<file path="src/hw/tps_pkg.sv">
package tps_pkg;

  // Register map (byte addresses on the plain register port)
  localparam logic [3:0] TPS_ADDR_SYNC_CTRL = 4'h0;  // timer_sync_control
  localparam logic [3:0] TPS_ADDR_CLK_SEL   = 4'h1;  // Both clock-select fields
  localparam logic [3:0] TPS_ADDR_STATUS    = 4'h2;  // Divider phase / pin state

  // timer_sync_control field positions
  localparam int TPS_SYNC_HOLD_BIT  = 7;
  localparam int TPS_ASYNC_PSR_BIT  = 1;
  localparam int TPS_SHARED_PSR_BIT = 0;

  // Clock-select register field positions
  localparam int TPS_T0_SEL_LSB = 0;
  localparam int TPS_T1_SEL_LSB = 4;

  // Reset values
  localparam logic [7:0] TPS_SYNC_CTRL_RST = 8'h00;
  localparam logic [7:0] TPS_CLK_SEL_RST   = 8'h00;

  // Divider and tap geometry
  localparam int TPS_DIV_WIDTH = 10;
  localparam int TPS_TAP8      = 3;
  localparam int TPS_TAP64     = 6;
  localparam int TPS_TAP256    = 8;
  localparam int TPS_TAP1024   = 10;

  // Clock-select encodings
  typedef enum logic [2:0] {
    TPS_CS_STOP  = 3'h0,
    TPS_CS_DIV1  = 3'h1,
    TPS_CS_DIV8  = 3'h2,
    TPS_CS_DIV64 = 3'h3,
    TPS_CS_D256  = 3'h4,
    TPS_CS_D1024 = 3'h5,
    TPS_CS_EXTF  = 3'h6,
    TPS_CS_EXTR  = 3'h7
  } tps_csel_t;

endpackage : tps_pkg

</file>
<file path="src/hw/tps_prescaler.sv">
// Added by the designer: the register offsets and strobed register access.
`timescale 1ns/1ps
`default_nettype none

// What this block does
// Divider runs continuously, shared by both timers, ignoring their clock selects.
// First prescaled count comes 1 to N+1 cycles after start.
// Shared prescaler reset restarts divider phase for both timers.
// Select 1 ticks the timer every system clock cycle while the shared prescaler reset bit is clear.
// Divider offers taps at divide by 8, 64, 256 and 1024.
// Pin sampled each clock through latch stage and flip-flops into edge detector.
// One tick per rising edge on select 7, falling edge on select 6.
// Pin edge reaches counter tick two to three cycles after arrival.
// Software toggles external select only when pin stable one cycle.
// External clock half period exceeds one system clock cycle.
// External pin clock is never divided.
// Sync hold mode keeps written prescaler reset bits set, halting timers on selects 1 to 5.
// Clearing sync hold mode loads the written reset bits; written ones self-clear together a cycle later.
// Shared reset bit resets divider, self-clears unless sync hold mode.
// Select 0 stops, 2-5 pick taps, 6-7 pick pin edges.
// Pin transitions count even when pin is driven as output.
// Reset clears synchronisers, divider and control bits; no ticks follow.
module tps_prescaler
  import tps_pkg::*;
#(
  parameter int DIV_WIDTH = TPS_DIV_WIDTH
)
(
  // Clock and control
  input  wire logic       clk,
  input  wire logic       rst_n,
  input  wire logic       clkEn,
  // Register port
  input  wire logic [3:0] regAddr,
  input  wire logic [7:0] regWrData,
  input  wire logic       regWrStb,
  input  wire logic       regRdStb,
  output logic      [7:0] regRdData,
  // External timer clock pins
  input  wire logic       timer0ExtClockIn,
  input  wire logic       timer1ExtClockIn,
  // Timer clock enables
  output logic            timer0Tick,
  output logic            timer1Tick,
  // Reset request to the asynchronous timer's own prescaler
  output logic            asyncPrescalerReset
);

  typedef struct packed {
    logic [DIV_WIDTH-1:0] divCount;
    logic [DIV_WIDTH-1:0] divPrev;
    logic                 syncHoldMode;
    logic                 sharedPrescalerReset;
    logic                 asyncPrescalerReset;
    logic [2:0]           t0Select;
    logic [2:0]           t1Select;
    logic [7:0]           rdData;
  } tps_state_t;

  tps_state_t stateReg;
  tps_state_t stateNext;

  logic ext0Tick;
  logic ext1Tick;
  logic pin0Level;
  logic pin1Level;

  // Falling edge of a divider bit marks one full tap period
  function automatic logic tapFire(input logic [DIV_WIDTH-1:0] cur,
                                   input logic [DIV_WIDTH-1:0] prv,
                                   input int tap);
    tapFire = cur[tap-1] == 1'b0 && prv[tap-1] == 1'b1;
  endfunction : tapFire

  // Map one clock-select field to a tick
  function automatic logic selTick(input logic [2:0] sel,
                                   input logic [DIV_WIDTH-1:0] cur,
                                   input logic [DIV_WIDTH-1:0] prv,
                                   input logic halted,
                                   input logic extT);
    selTick = 1'b0;
    if (sel == TPS_CS_DIV1) begin
      selTick = ~halted;
    end else if (sel == TPS_CS_DIV8) begin
      selTick = ~halted & tapFire(cur, prv, TPS_TAP8);
    end else if (sel == TPS_CS_DIV64) begin
      selTick = ~halted & tapFire(cur, prv, TPS_TAP64);
    end else if (sel == TPS_CS_D256) begin
      selTick = ~halted & tapFire(cur, prv, TPS_TAP256);
    end else if (sel == TPS_CS_D1024) begin
      selTick = ~halted & tapFire(cur, prv, TPS_TAP1024);
    end else if (sel == TPS_CS_EXTF || sel == TPS_CS_EXTR) begin
      selTick = extT;
    end
  endfunction : selTick

  // Pin synchronisers, one per timer
  tps_ext_sync u_sync0 (
    .clk              (clk),
    .rst_n            (rst_n),
    .clkEn            (clkEn),
    .extPin           (timer0ExtClockIn),
    .clockSelectField (stateReg.t0Select),
    .extTick          (ext0Tick),
    .pinLevel         (pin0Level)
  );

  tps_ext_sync u_sync1 (
    .clk              (clk),
    .rst_n            (rst_n),
    .clkEn            (clkEn),
    .extPin           (timer1ExtClockIn),
    .clockSelectField (stateReg.t1Select),
    .extTick          (ext1Tick),
    .pinLevel         (pin1Level)
  );

  // Next-state logic: divider, control bits, register reads
  always_comb begin
    stateNext        = stateReg;
    stateNext.rdData = 8'h00;

    // Free-running shared divider, held at zero while reset bit stands
    stateNext.divPrev = stateReg.divCount;
    if (stateReg.sharedPrescalerReset) begin
      stateNext.divCount = '0;
      stateNext.divPrev  = '0;
    end else begin
      stateNext.divCount = stateReg.divCount + 1'b1;
    end

    // Reset bits self-clear unless hold mode keeps them
    if (!stateReg.syncHoldMode) begin
      stateNext.sharedPrescalerReset = 1'b0;
      stateNext.asyncPrescalerReset  = 1'b0;
    end

    if (regWrStb) begin
      if (regAddr == TPS_ADDR_SYNC_CTRL) begin
        stateNext.syncHoldMode = regWrData[TPS_SYNC_HOLD_BIT];
        if (regWrData[TPS_SYNC_HOLD_BIT]) begin
          // Written ones are kept while hold mode stays on
          stateNext.sharedPrescalerReset = regWrData[TPS_SHARED_PSR_BIT];
          stateNext.asyncPrescalerReset  = regWrData[TPS_ASYNC_PSR_BIT];
        end else begin
          // Leaving hold mode loads the written reset bits; written ones self-clear a cycle later
          stateNext.sharedPrescalerReset = regWrData[TPS_SHARED_PSR_BIT];
          stateNext.asyncPrescalerReset  = regWrData[TPS_ASYNC_PSR_BIT];
        end
      end else if (regAddr == TPS_ADDR_CLK_SEL) begin
        stateNext.t0Select = regWrData[TPS_T0_SEL_LSB +: 3];
        stateNext.t1Select = regWrData[TPS_T1_SEL_LSB +: 3];
      end
    end

    if (regRdStb) begin
      if (regAddr == TPS_ADDR_SYNC_CTRL) begin
        stateNext.rdData[TPS_SYNC_HOLD_BIT]  = stateReg.syncHoldMode;
        stateNext.rdData[TPS_ASYNC_PSR_BIT]  = stateReg.asyncPrescalerReset;
        stateNext.rdData[TPS_SHARED_PSR_BIT] = stateReg.sharedPrescalerReset;
      end else if (regAddr == TPS_ADDR_CLK_SEL) begin
        stateNext.rdData[TPS_T0_SEL_LSB +: 3] = stateReg.t0Select;
        stateNext.rdData[TPS_T1_SEL_LSB +: 3] = stateReg.t1Select;
      end else if (regAddr == TPS_ADDR_STATUS) begin
        stateNext.rdData = {pin1Level, pin0Level,
                            stateReg.divCount[DIV_WIDTH-1 -: 6]};
      end
    end
  end

  // State register with synchronous reset and clock enable
  always_ff @(posedge clk) begin
    if (!rst_n) begin
      stateReg                      <= '0;
      stateReg.syncHoldMode         <= TPS_SYNC_CTRL_RST[TPS_SYNC_HOLD_BIT];
      stateReg.t0Select             <= TPS_CLK_SEL_RST[TPS_T0_SEL_LSB +: 3];
      stateReg.t1Select             <= TPS_CLK_SEL_RST[TPS_T1_SEL_LSB +: 3];
    end else if (clkEn) begin
      stateReg <= stateNext;
    end
  end

  // Tick enables; a held reset halts prescaled and direct ticks
  assign timer0Tick = clkEn & selTick(stateReg.t0Select, stateReg.divCount,
                                      stateReg.divPrev, stateReg.sharedPrescalerReset,
                                      ext0Tick);
  assign timer1Tick = clkEn & selTick(stateReg.t1Select, stateReg.divCount,
                                      stateReg.divPrev, stateReg.sharedPrescalerReset,
                                      ext1Tick);

  assign regRdData           = stateReg.rdData;
  assign asyncPrescalerReset = stateReg.asyncPrescalerReset;

endmodule : tps_prescaler

`default_nettype wire

</file>
<file path="src/hw/tps_ext_sync.sv">
`timescale 1ns/1ps
`default_nettype none

// Pin synchroniser with edge detector for one external timer input
module tps_ext_sync
  import tps_pkg::*;
(
  // Clock and control
  input  wire logic clk,
  input  wire logic rst_n,
  input  wire logic clkEn,
  // Pin and selection
  input  wire logic extPin,
  input  wire logic [2:0] clockSelectField,
  // Outputs
  output logic      extTick,
  output logic      pinLevel
);

  typedef struct packed {
    logic latch;
    logic sync;
    logic prev;
  } tps_sync_state_t;

  tps_sync_state_t stateReg;
  tps_sync_state_t stateNext;

  // Sampling chain: latch stage, flip-flop, edge-history flip-flop
  always_comb begin
    stateNext       = stateReg;
    stateNext.latch = extPin;
    stateNext.sync  = stateReg.latch;
    stateNext.prev  = stateReg.sync;
  end

  always_ff @(posedge clk) begin
    if (!rst_n) begin
      stateReg <= '0;
    end else if (clkEn) begin
      stateReg <= stateNext;
    end
  end

  // One pulse per selected edge; no divider on this path
  always_comb begin
    extTick = 1'b0;
    if (clockSelectField == TPS_CS_EXTR) begin
      extTick = stateReg.sync & ~stateReg.prev;
    end else if (clockSelectField == TPS_CS_EXTF) begin
      extTick = ~stateReg.sync & stateReg.prev;
    end
  end

  assign pinLevel = stateReg.sync;

endmodule : tps_ext_sync

`default_nettype wire

</file>
<file path="config.mk">
export PLATFORM = sky130hd
export DESIGN_NAME = tps_prescaler
export DESIGN_NICKNAME = d
export VERILOG_FILES = /design/src/hw/tps_pkg.sv /design/src/hw/tps_prescaler.sv /design/src/hw/tps_ext_sync.sv
export SDC_FILE = /design/constraint.sdc
export NUM_CORES = 1
export LEC_CHECK = 0
export ABC_AREA = 1
export BUFFER_PORTS_ARGS = -buffer_cell sky130_fd_sc_hd__buf_2
export CAP_MARGIN = 25
export CORE_MARGIN = 1.5
export CORE_UTILIZATION = 59
export DETAILED_ROUTE_END_ITERATION = 12
export GPL_TIMING_DRIVEN = 1
export PLACE_DENSITY = 0.91
export REMOVE_ABC_BUFFERS = 1
export SLEW_MARGIN = 5
export SYNTH_ARGS = -nofsm -noshare
export SYNTH_HDL_FRONTEND = slang
export SYNTH_SLANG_ARGS = --single-unit
</file>
<file path="constraint.sdc">
create_clock -name clk -period 2.11 [get_ports clk]
set_input_delay 0.1055 -clock clk [delete_from_list [all_inputs] [get_ports clk]]
set_output_delay 0.1055 -clock clk [all_outputs]
set_load 0.02 [all_outputs]
</file>
Word level (Yosys, flattened, before mapping)
Index checks and enable logic that the tools add are counted.

operators by class
  add/subtract/negate cells = 1
  equality and inequality tests = 16
  multiplexer cells = 32
  bitwise gates (word level) = 20
  reductions and logical operators = 9

operators by type and width
  cell                   number
  $eq 3x3->1 const B     8
  $mux 8                 3
  $mux 10                2
  $mux 1                 19
  $eq 3x2->1 const B     4
  $mux 6                 2
  $add 10x1->10 const B  1
  $and 1x1->1            10
  $not 1->1              10
  $eq 3x1->1 const B     2
  $mux 2                 3
  $mux 3                 2
  $mux 5                 1
  $eq 4x1->1 const B     1
  $eq 4x2->1 const B     1
  $logic_and 1x1->1      4
  $logic_not 4->1        1
  $reduce_and 4->1       1
  $reduce_and 3->1       1
  $logic_or 1x1->1       2

word-level totals
  bits in registers = 43
  bits of input ports = 19
  output and inout port bits = 11
  word-level logic and storage cells = 92

Logic depth before layout (Yosys ltp)
Gate-level depths: netlist (run 1).

  word-level depth = 11
  gate-level depth with buffers = 8
  depth with buffers taken out = 8

By module
Synthesis (run 1) repeated with hierarchy kept, for this count alone.

unflattened totals
  cells, all modules = 281
  area, all modules = 1958.1 µm²

by module, submodules not included
  module         instances  cells each  area each (µm²)  sequential area each (µm²)
  tps_prescaler  1          235         1672.9           620.6
  tps_ext_sync   2          23          142.6            60.1

Worst setup path before layout (run 1)
No wires, ideal clock.

  path type = register -> output
  from = reg stateReg[15] in the netlist's numbering
  to = out timer0Tick
  arrival = 1.167 ns
  required time = 2.004 ns
  path slack = 0.837 ns
  stages on the path, launching flop included = 7
  buffers on the path = 1
  cells stage by stage = dfxtp_1 -> inv_1 -> buf_2 -> nand3_1 -> o211ai_1 -> nand3_1 -> a21oi_1

on the way
  word-level cells in the longest chain between the ends = 8
  elaborated cells between the ends (all ways) = 11
  classes of those cells = 5 x mux; 6 x bitwise

RTL lines
  what                    RTL line              RTL
  from (decl)             tps_prescaler.sv:60   tps_state_t stateReg;
  from (signal assigned)  tps_prescaler.sv:179  stateReg <= stateNext;
  $not 1->1 *             -
  $and 1x1->1             tps_prescaler.sv:91   selTick = ~halted & tapFire(cur, prv, TPS_TAP1024);
  $mux 1                  tps_prescaler.sv:90   end else if (sel == TPS_CS_D1024) begin
  $mux 1                  tps_prescaler.sv:88   end else if (sel == TPS_CS_D256) begin
  $mux 1                  tps_prescaler.sv:86   end else if (sel == TPS_CS_DIV64) begin
  $mux 1                  tps_prescaler.sv:84   end else if (sel == TPS_CS_DIV8) begin
  $mux 1 *                tps_prescaler.sv:82   if (sel == TPS_CS_DIV1) begin
  $and 1x1->1 *           tps_prescaler.sv:184  assign timer0Tick = clkEn & selTick(stateReg.t0Select, stateReg.divCount,
  to (decl)               tps_prescaler.sv:43   output logic timer0Tick,

Mark *: on every way between the ends. The rest lies on a longest branch, timed or not.

Worst setup path after layout (run 1)
Same ends and word-level chain as after synthesis.

==> results.md, run 1 <==
- Critical Path AT: around 1.7 ns
- Flop2flop setup slack: roughly 0.7 ns
- Hold WC Path Type: primary input to flop
- Clock skew: 0.008625 ns
- Sw Share: 24.60%
- Post-route ant nets: 0
- Rows: 19
- Slew HR: a little over half
- Switching Power: roughly 0.29 mW
- Sequential area share after synthesis: roughly 41%
- Placer Congestion: a little over 0.9
- Die height: 58.32 µm
- Total placed cells including tap cells: approximately 300
- Final core occ: 69.39%
- Clock network power share: a little under a third
- Seq pwr share: 60.4%
- Ant diodes: 0
- Reg-to-Reg Start: stateReg[27]
- DRC: 0
- Overflow after GRT: 0
- Iter 0 DRT Violations: approximately 140
- P per Cell Area: roughly 610 mW/mm²
- Hold Buf Count CTS: 2
- Non-filler cells in the finished layout: between 300 and 400
- Part of the cycle the worst path needs: 87.52%
- CTS root buffer: clkbuf_4
- Critical path startpoint category: flop
- Final Routed Wirelength: roughly 4000 µm
- Final setup viols: 0
- Final hold vios: 0
- H-tree levels: 2
- Internal power: 0.9021 mW
- Clk sink count: 37
- Unrepaired setup endpoints after global routing: no
- Max VDD drop: around 0.00044 V
- Vias in the first global route: 1575
- Register area: 740.7 µm²
- Fmax: about 540 MHz
- Comb pwr share: 7.9%
- Setup Slack @ Placement: 0.6548 ns
- Via/cell ratio: ~5.7
- Crit Path Max Fanout: 11
- Vias: 1730
- CP startpoint: stateReg[15]
- Area delta synth->final: 8.732%
- Starting density of the core: around 64%
- CP endpoint: timer0Tick
- Tightest Pin Transition: around 0.72 ns
- Chip width: roughly 60 µm
- Worst-path clk slew: 0.11 ns
- Max-Cap Viols: 0
- Netlist cell types: 26
- Slew Viols, Final: 0
- NumNets Final: about 300
- Setup TNS: 0 ns
- Pwr Total: between 1 and 1.5 mW
- Layout cells sized above 1: 18.18%
- CTS Buf Count: 5
- Req. time, crit path: around 2 ns
- Final setup margin: 0.2634 ns
- Total Routing Usage GR: about 26%
- Synth warnings: 0
- Filler Cell Count: about 250
- Syn Inst Count: ~250
- Mapped Area: around 0.0018 mm²
- Post-CTS setup buffer count: 0
- Detailed Routing Iterations Pass 1: 4
- RR Endpoint: stateReg[33]
- Die area: ~0.0034 mm²
- Syn avg cell area: around 7.1 µm²
- Clock Tree Buf Depth: 2
- Clk Latency, worst-skew pair: roughly 0.35 ns
- Initial antenna violation count: 0
- PortBufs: 28
- DP Wirelength: slightly below 3000 µm
- First-pass GRT wire length: ~6600 µm
- Core area: roughly 0.0028 mm²
- Minimum clock period: roughly 1.8 ns
- CTS tree: done
- Outcome: finished, final reports clean
- WS Path Type: flop to output pin
- Number of cells upsized or downsized after cts: 0
- Largest net degree at the start of global routing: 25
- WL/cell: 13.04 µm
- Reg2reg path depth: 8
- Ports: 30
- Leakage power: ~0.74 nW
- Seq cells post-synth: 37
- Area of the multi-input gates: around 850 µm²
- Crit. End Element: output pin
==> synth_stat cells <==
| cell type | number | area, µm² |
|---|---|---|
| nand3_1 | 20 | 100.1 |
| nor2_1 | 18 | 67.56 |
| o21a_1 | 1 | 7.510 |
| nand4_1 | 4 | 25.02 |
| ha_1 | 1 | 12.51 |
| nor2_2 | 3 | 18.77 |
| nand2_2 | 5 | 31.28 |
| nand3_2 | 1 | 10.01 |
| buf_4 | 9 | 67.56 |
| a21oi_1 | 37 | 185.2 |
| clkbuf_1 | 2 | 7.510 |
| nand2_1 | 42 | 157.7 |
| o22ai_1 | 4 | 25.02 |
| buf_1 | 1 | 3.750 |
| a21oi_2 | 1 | 8.760 |
| buf_2 | 5 | 25.02 |
| inv_1 | 29 | 108.9 |
| nor2_4 | 3 | 33.78 |
| o21ai_1 | 2 | 10.01 |
| o21ai_0 | 23 | 115.1 |
| inv_2 | 1 | 3.750 |
| o211ai_1 | 2 | 15.01 |
| a21boi_1 | 1 | 7.510 |
| dfxtp_1 | 37 | 740.7 |
| o31ai_1 | 1 | 7.510 |
| nor3_2 | 1 | 10.01 |
==> metal layers <==
metal | global-route usage (%) | routed length, µm
met2 | 41.73 | 1875
met1 | 31.02 | 1670
met5 | 0 | 0
met3 | 8.352 | 352
met4 | 13.29 | 91
==> sequential cells by signal (all words and copies together), names as in the netlist <==
| register | cells |
|---|---|
| stateReg | 22 |
| asyncPrescalerReset | 1 |
| u_sync0.stateReg | 1 |
| u_sync1.pinLevel | 1 |
| u_sync0.pinLevel | 1 |
| u_sync1.stateReg | 1 |
| regRdData | 8 |
| u_sync0.stateNext | 1 |
| u_sync1.stateNext | 1 |
==> cells by family after synthesis <==
family / Yosys count / share of synthesized area (%)
simple gates: 97 / 25.16
compound gates: 72 / 21.14
buf+inv: 47 / 11.99
flops: 37 / 41.03
fa+ha+maj: 1 / 0.6929
==> per-stage QoR <==
step                      hold slack [ns]  cell area [µm²]
final                             0.01906             1963
after CTS                        0.009263             1963
after floorplan                    0.1949             1702
after global routing             0.008113             1963
after detailed placement           0.3366             1888
after global placement             0.3414             1888
==> power groups by stage <==
| stage | logic [mW] | registers (mW) | clock network (mW) |
|---|---|---|---|
| 2_1_floorplan | 0.0511 | 0.736 | 0 |
| 3_3_place_gp | 0.0887 | 0.737 | 0 |
| 3_5_place_dp | 0.0910 | 0.738 | 0 |
| 4_1_cts | 0.0942 | 0.722 | 0.390 |
| 5_1_grt | 0.108 | 0.724 | 0.423 |
| 6_report | 0.0945 | 0.722 | 0.379 |
==> placed cells by master, fill, tap and decap left out, drive strengths merged <==
cell         synthesis  layout
nor2                24      24
o31ai                1       1
nor3                 1       1
nand3               21      21
a21boi               1       1
ha                   1       1
inv                 30      30
nand2               47      47
o21ai               25      25
o21a                 1       1
clkbuf               2       7
o22ai                4       4
nand4                4       4
buf                 15      29
a21oi               38      38
dfxtp               37      37
o211ai               2       2
dlygate4sd3          0       2
==> cell type report <==
cell class	count	share of cell area, %
clock buffers	7	2.804
inverters	30	5.736
multi-input cells	170	43.21
flip-flops and latches	37	37.73
well taps	31	1.976
repair buffers	31	8.540
==> worst min path at each step <==
stage / start / endpoint / depth (start not counted)
2_1_floorplan: clkEn / u_sync0.stateReg[0] / 1
3_3_place_gp: timer1ExtClockIn / u_sync1.stateNext[1] / 3
3_5_place_dp: timer0ExtClockIn / u_sync0.stateNext[1] / 3
4_1_cts: regWrData[0] / stateReg[15] / 3
5_1_grt: regWrData[1] / asyncPrescalerReset / 3
6_report: regWrData[1] / asyncPrescalerReset / 3
==> critical path: stages, from the launching register on <==
cell	delay [ns]
dfxtp_1	0.32
inv_1	0.28
nand3_1	0.18
o211ai_1	0.13
nand3_1	0.11
a21oi_1	0.17
buf_2	0.20
Power figures use the tool's default switching activity.
==> run 2: changes to the inputs <==
- CORE_UTILIZATION: 59 -> 62
- CTS_BUF_LIST: not set -> sky130_fd_sc_hd__clkbuf_8
- PLACE_DENSITY: 0.91 -> 0.95
==> run 2 against run 1 <==
Against the previous run: final cell count fell by 0.33%; first-iteration DRC count fell by 42%; combinational power fell by 0.6%; sequential share of layout area fell by 0.50 points; utilization rose by 2.7 points; non-clock buffer count fell by 2; clock power rose by 42%; clock-buffer cell count did not move; power rose by 13%; largest cell class unchanged.
==> results.md, run 2 (synthesized netlist as in run 1, its figures left out) <==
- Outcome: finished, final reports clean (unchanged)
- Starting density of the core: 65.47% (was 63.82%)
- PortBufs: 28 (unchanged)
- Ports: 30 (unchanged)
- Clk sink count: 37 (unchanged)
- DP Wirelength: 2760 µm (was 2893 µm)
- Req. time, crit path: 2.00 ns (about the same)
- Initial antenna violation count: 0 (unchanged)
- Core area: 0.002758 mm² (was 0.002829 mm²)
- Tightest Pin Transition: 0.7503 ns (was 0.7160 ns)
- Fmax: 557.7 MHz (was 541.5 MHz)
- Crit. End Element: output pin (unchanged)
- Placer Congestion: 0.8955 (was 0.9242)
- Total placed cells including tap cells: 297 (unchanged)
- Clock skew: 0.002148 ns (was 0.008625 ns)
- CP peak stage delay: 0.38 ns (was 0.32 ns)
- CTS tree: done (unchanged)
- Hold slack final: 0.03769 ns (was 0.01906 ns)
- Critical Path AT: 1.69 ns (was 1.74 ns)
- Chip width: 56.97 µm (was 58.32 µm)
- WL/cell: 12.81 µm (was 13.04 µm)
- Final Routed Wirelength: 3908 µm (was 3990 µm)
- Non-filler cells in the finished layout: 305 (was 306)
- Critical path startpoint category: flop (unchanged)
- Via/cell ratio: 5.616 (was 5.654)
- First-pass GRT wire length: 6561 µm (was 6637 µm)
- Hold path start: timer1ExtClockIn (was regWrData[1])
- Minimum clock period: 1.793 ns (was 1.847 ns)
- Slew HR: 49.93% (was 52.22%)
- NumNets Final: 293 (was 295)
- P per Cell Area: 680.3 mW/mm² (was 609.4 mW/mm²)
- Detailed Routing Iterations Pass 1: 4 (unchanged)
- Number of cells upsized or downsized after cts: 0 (unchanged)
- Post-CTS setup buffer count: 0 (unchanged)
- Largest net degree at the start of global routing: 25 (unchanged)
- Max VDD drop: 0.0006214 V (was 0.0004430 V)
- Area delta synth->final: 10.19% (was 8.732%)
- Part of the cycle the worst path needs: 84.98% (was 87.52%)
- Vias: 1713 (was 1730)
- Reg-to-Reg Start: stateReg[27] (unchanged)
- Hold Buf Count CTS: 0 (was 2)
- H-tree levels: 2 (unchanged)
- Setup TNS: 0 ns (unchanged)
- Area of the multi-input gates: 848.3 µm² (unchanged)
- Crit-path cells: inv_1 -> nand3_1 -> o211ai_1 -> nand3_1 -> a21oi_1 -> buf_2 (unchanged)
- Clk Latency, worst-skew pair: 0.29 ns (was 0.35 ns)
- Flop2flop setup slack: 0.72 ns (was 0.70 ns)
- Hold WC Path Type: primary input to flop (unchanged)
- Die area: 0.003245 mm² (was 0.003401 mm²)
- WS Path Type: flop to output pin (unchanged)
- CP startpoint: stateReg[15] (unchanged)
- Iter 0 DRT Violations: 81 (was 139)
- Max-Cap Viols: 0 (unchanged)
- Register area: 740.7 µm² (unchanged)
- Unrepaired setup endpoints after global routing: no (unchanged)
- Biggest register: stateReg (unchanged)
- Overflow after GRT: 0 (unchanged)
- Commonest non-fill, non-tap cell in the layout: nand2_1 (unchanged)
- Vias in the first global route: 1591 (was 1575)
- Layout cells sized above 1: 18.98% (was 18.18%)
- Critical path's most frequent cell: nand3_1 (unchanged)
- Largest register FFs: 22 (unchanged)
- Filler Cell Count: 234 (was 253)
- Final setup viols: 0 (unchanged)
- Most frequent cells in the layout: nand2_1, a21oi_1, dfxtp_1 (unchanged)
- Clock Tree Buf Depth: 2 (unchanged)
- Pwr Total: 1.353 mW (was 1.196 mW)
- Ant diodes: 0 (unchanged)
- CTS Buf Count: 5 (unchanged)
- CTS root buffer: clkbuf_8 (was clkbuf_4)
- Crit Path Max Fanout: 11 (unchanged)
- DRC: 0 (unchanged)
- Rows: 19 (unchanged)
- CP max stage cell: dfxtp_1 (unchanged)
- Total Routing Usage GR: 25.97% (was 25.96%)
- Final hold vios: 0 (unchanged)
- Die height: 56.97 µm (was 58.32 µm)
- Worst-path clk slew: 0.07 ns (was 0.11 ns)
- Slew Viols, Final: 0 (unchanged)
- Leakage power: 0.7544 nW (was 0.7406 nW)
- Post-route ant nets: 0 (unchanged)
run 2: through the flow:
step,util [%],cell area [µm²],worst slack (ns)
floorplan,-,1702,0.7879
global placement,68.47,1888,0.6697
detailed placement,68.47,1888,0.6695
CTS,72.14,1989,0.3367
global route,72.14,1989,0.1748
finish,72.14,1989,0.3169
run 2: worst paths after layout:
path	to	depth (start not counted)
min	u_sync1.stateNext[1]	3
min reg2reg	regRdData[7]	2
max reg2reg	stateReg[33]	8
max	timer0Tick	6
run 2: power breakdown:
part / internal, mW / switching, mW
sequential: 0.711 / 0.0104
clock: 0.295 / 0.243
combinational: 0.0323 / 0.0617
total: 1.04 / 0.315
run 2: layout make-up:
type                       instances  share of cell area, %
inverter                          30                  5.660
sequential                        37                  37.23
tap                               31                  1.950
multi-input combinational        170                  42.64
clock buffer                       7                  4.843
timing repair buffer              29                  7.421
clock inverter                     1                 0.2516
run 2: worst max-delay path: cells and delay by family, from the launching register on:
kind                   cells  cell delay, ns
buffers and inverters      2            0.48
flip-flops                 1            0.38
AO/OA/AOI/OAI              2            0.29
AND/OR/NAND/NOR            2            0.26
run 2: layer usage:
metal,wire [µm],up-vias,GRT usage (%)
li1,-,870,-
met1,1705,773,31.03
met2,1870,57,43.02
met3,228,13,7.937
met4,104,0,11.63
met5,0,-,0
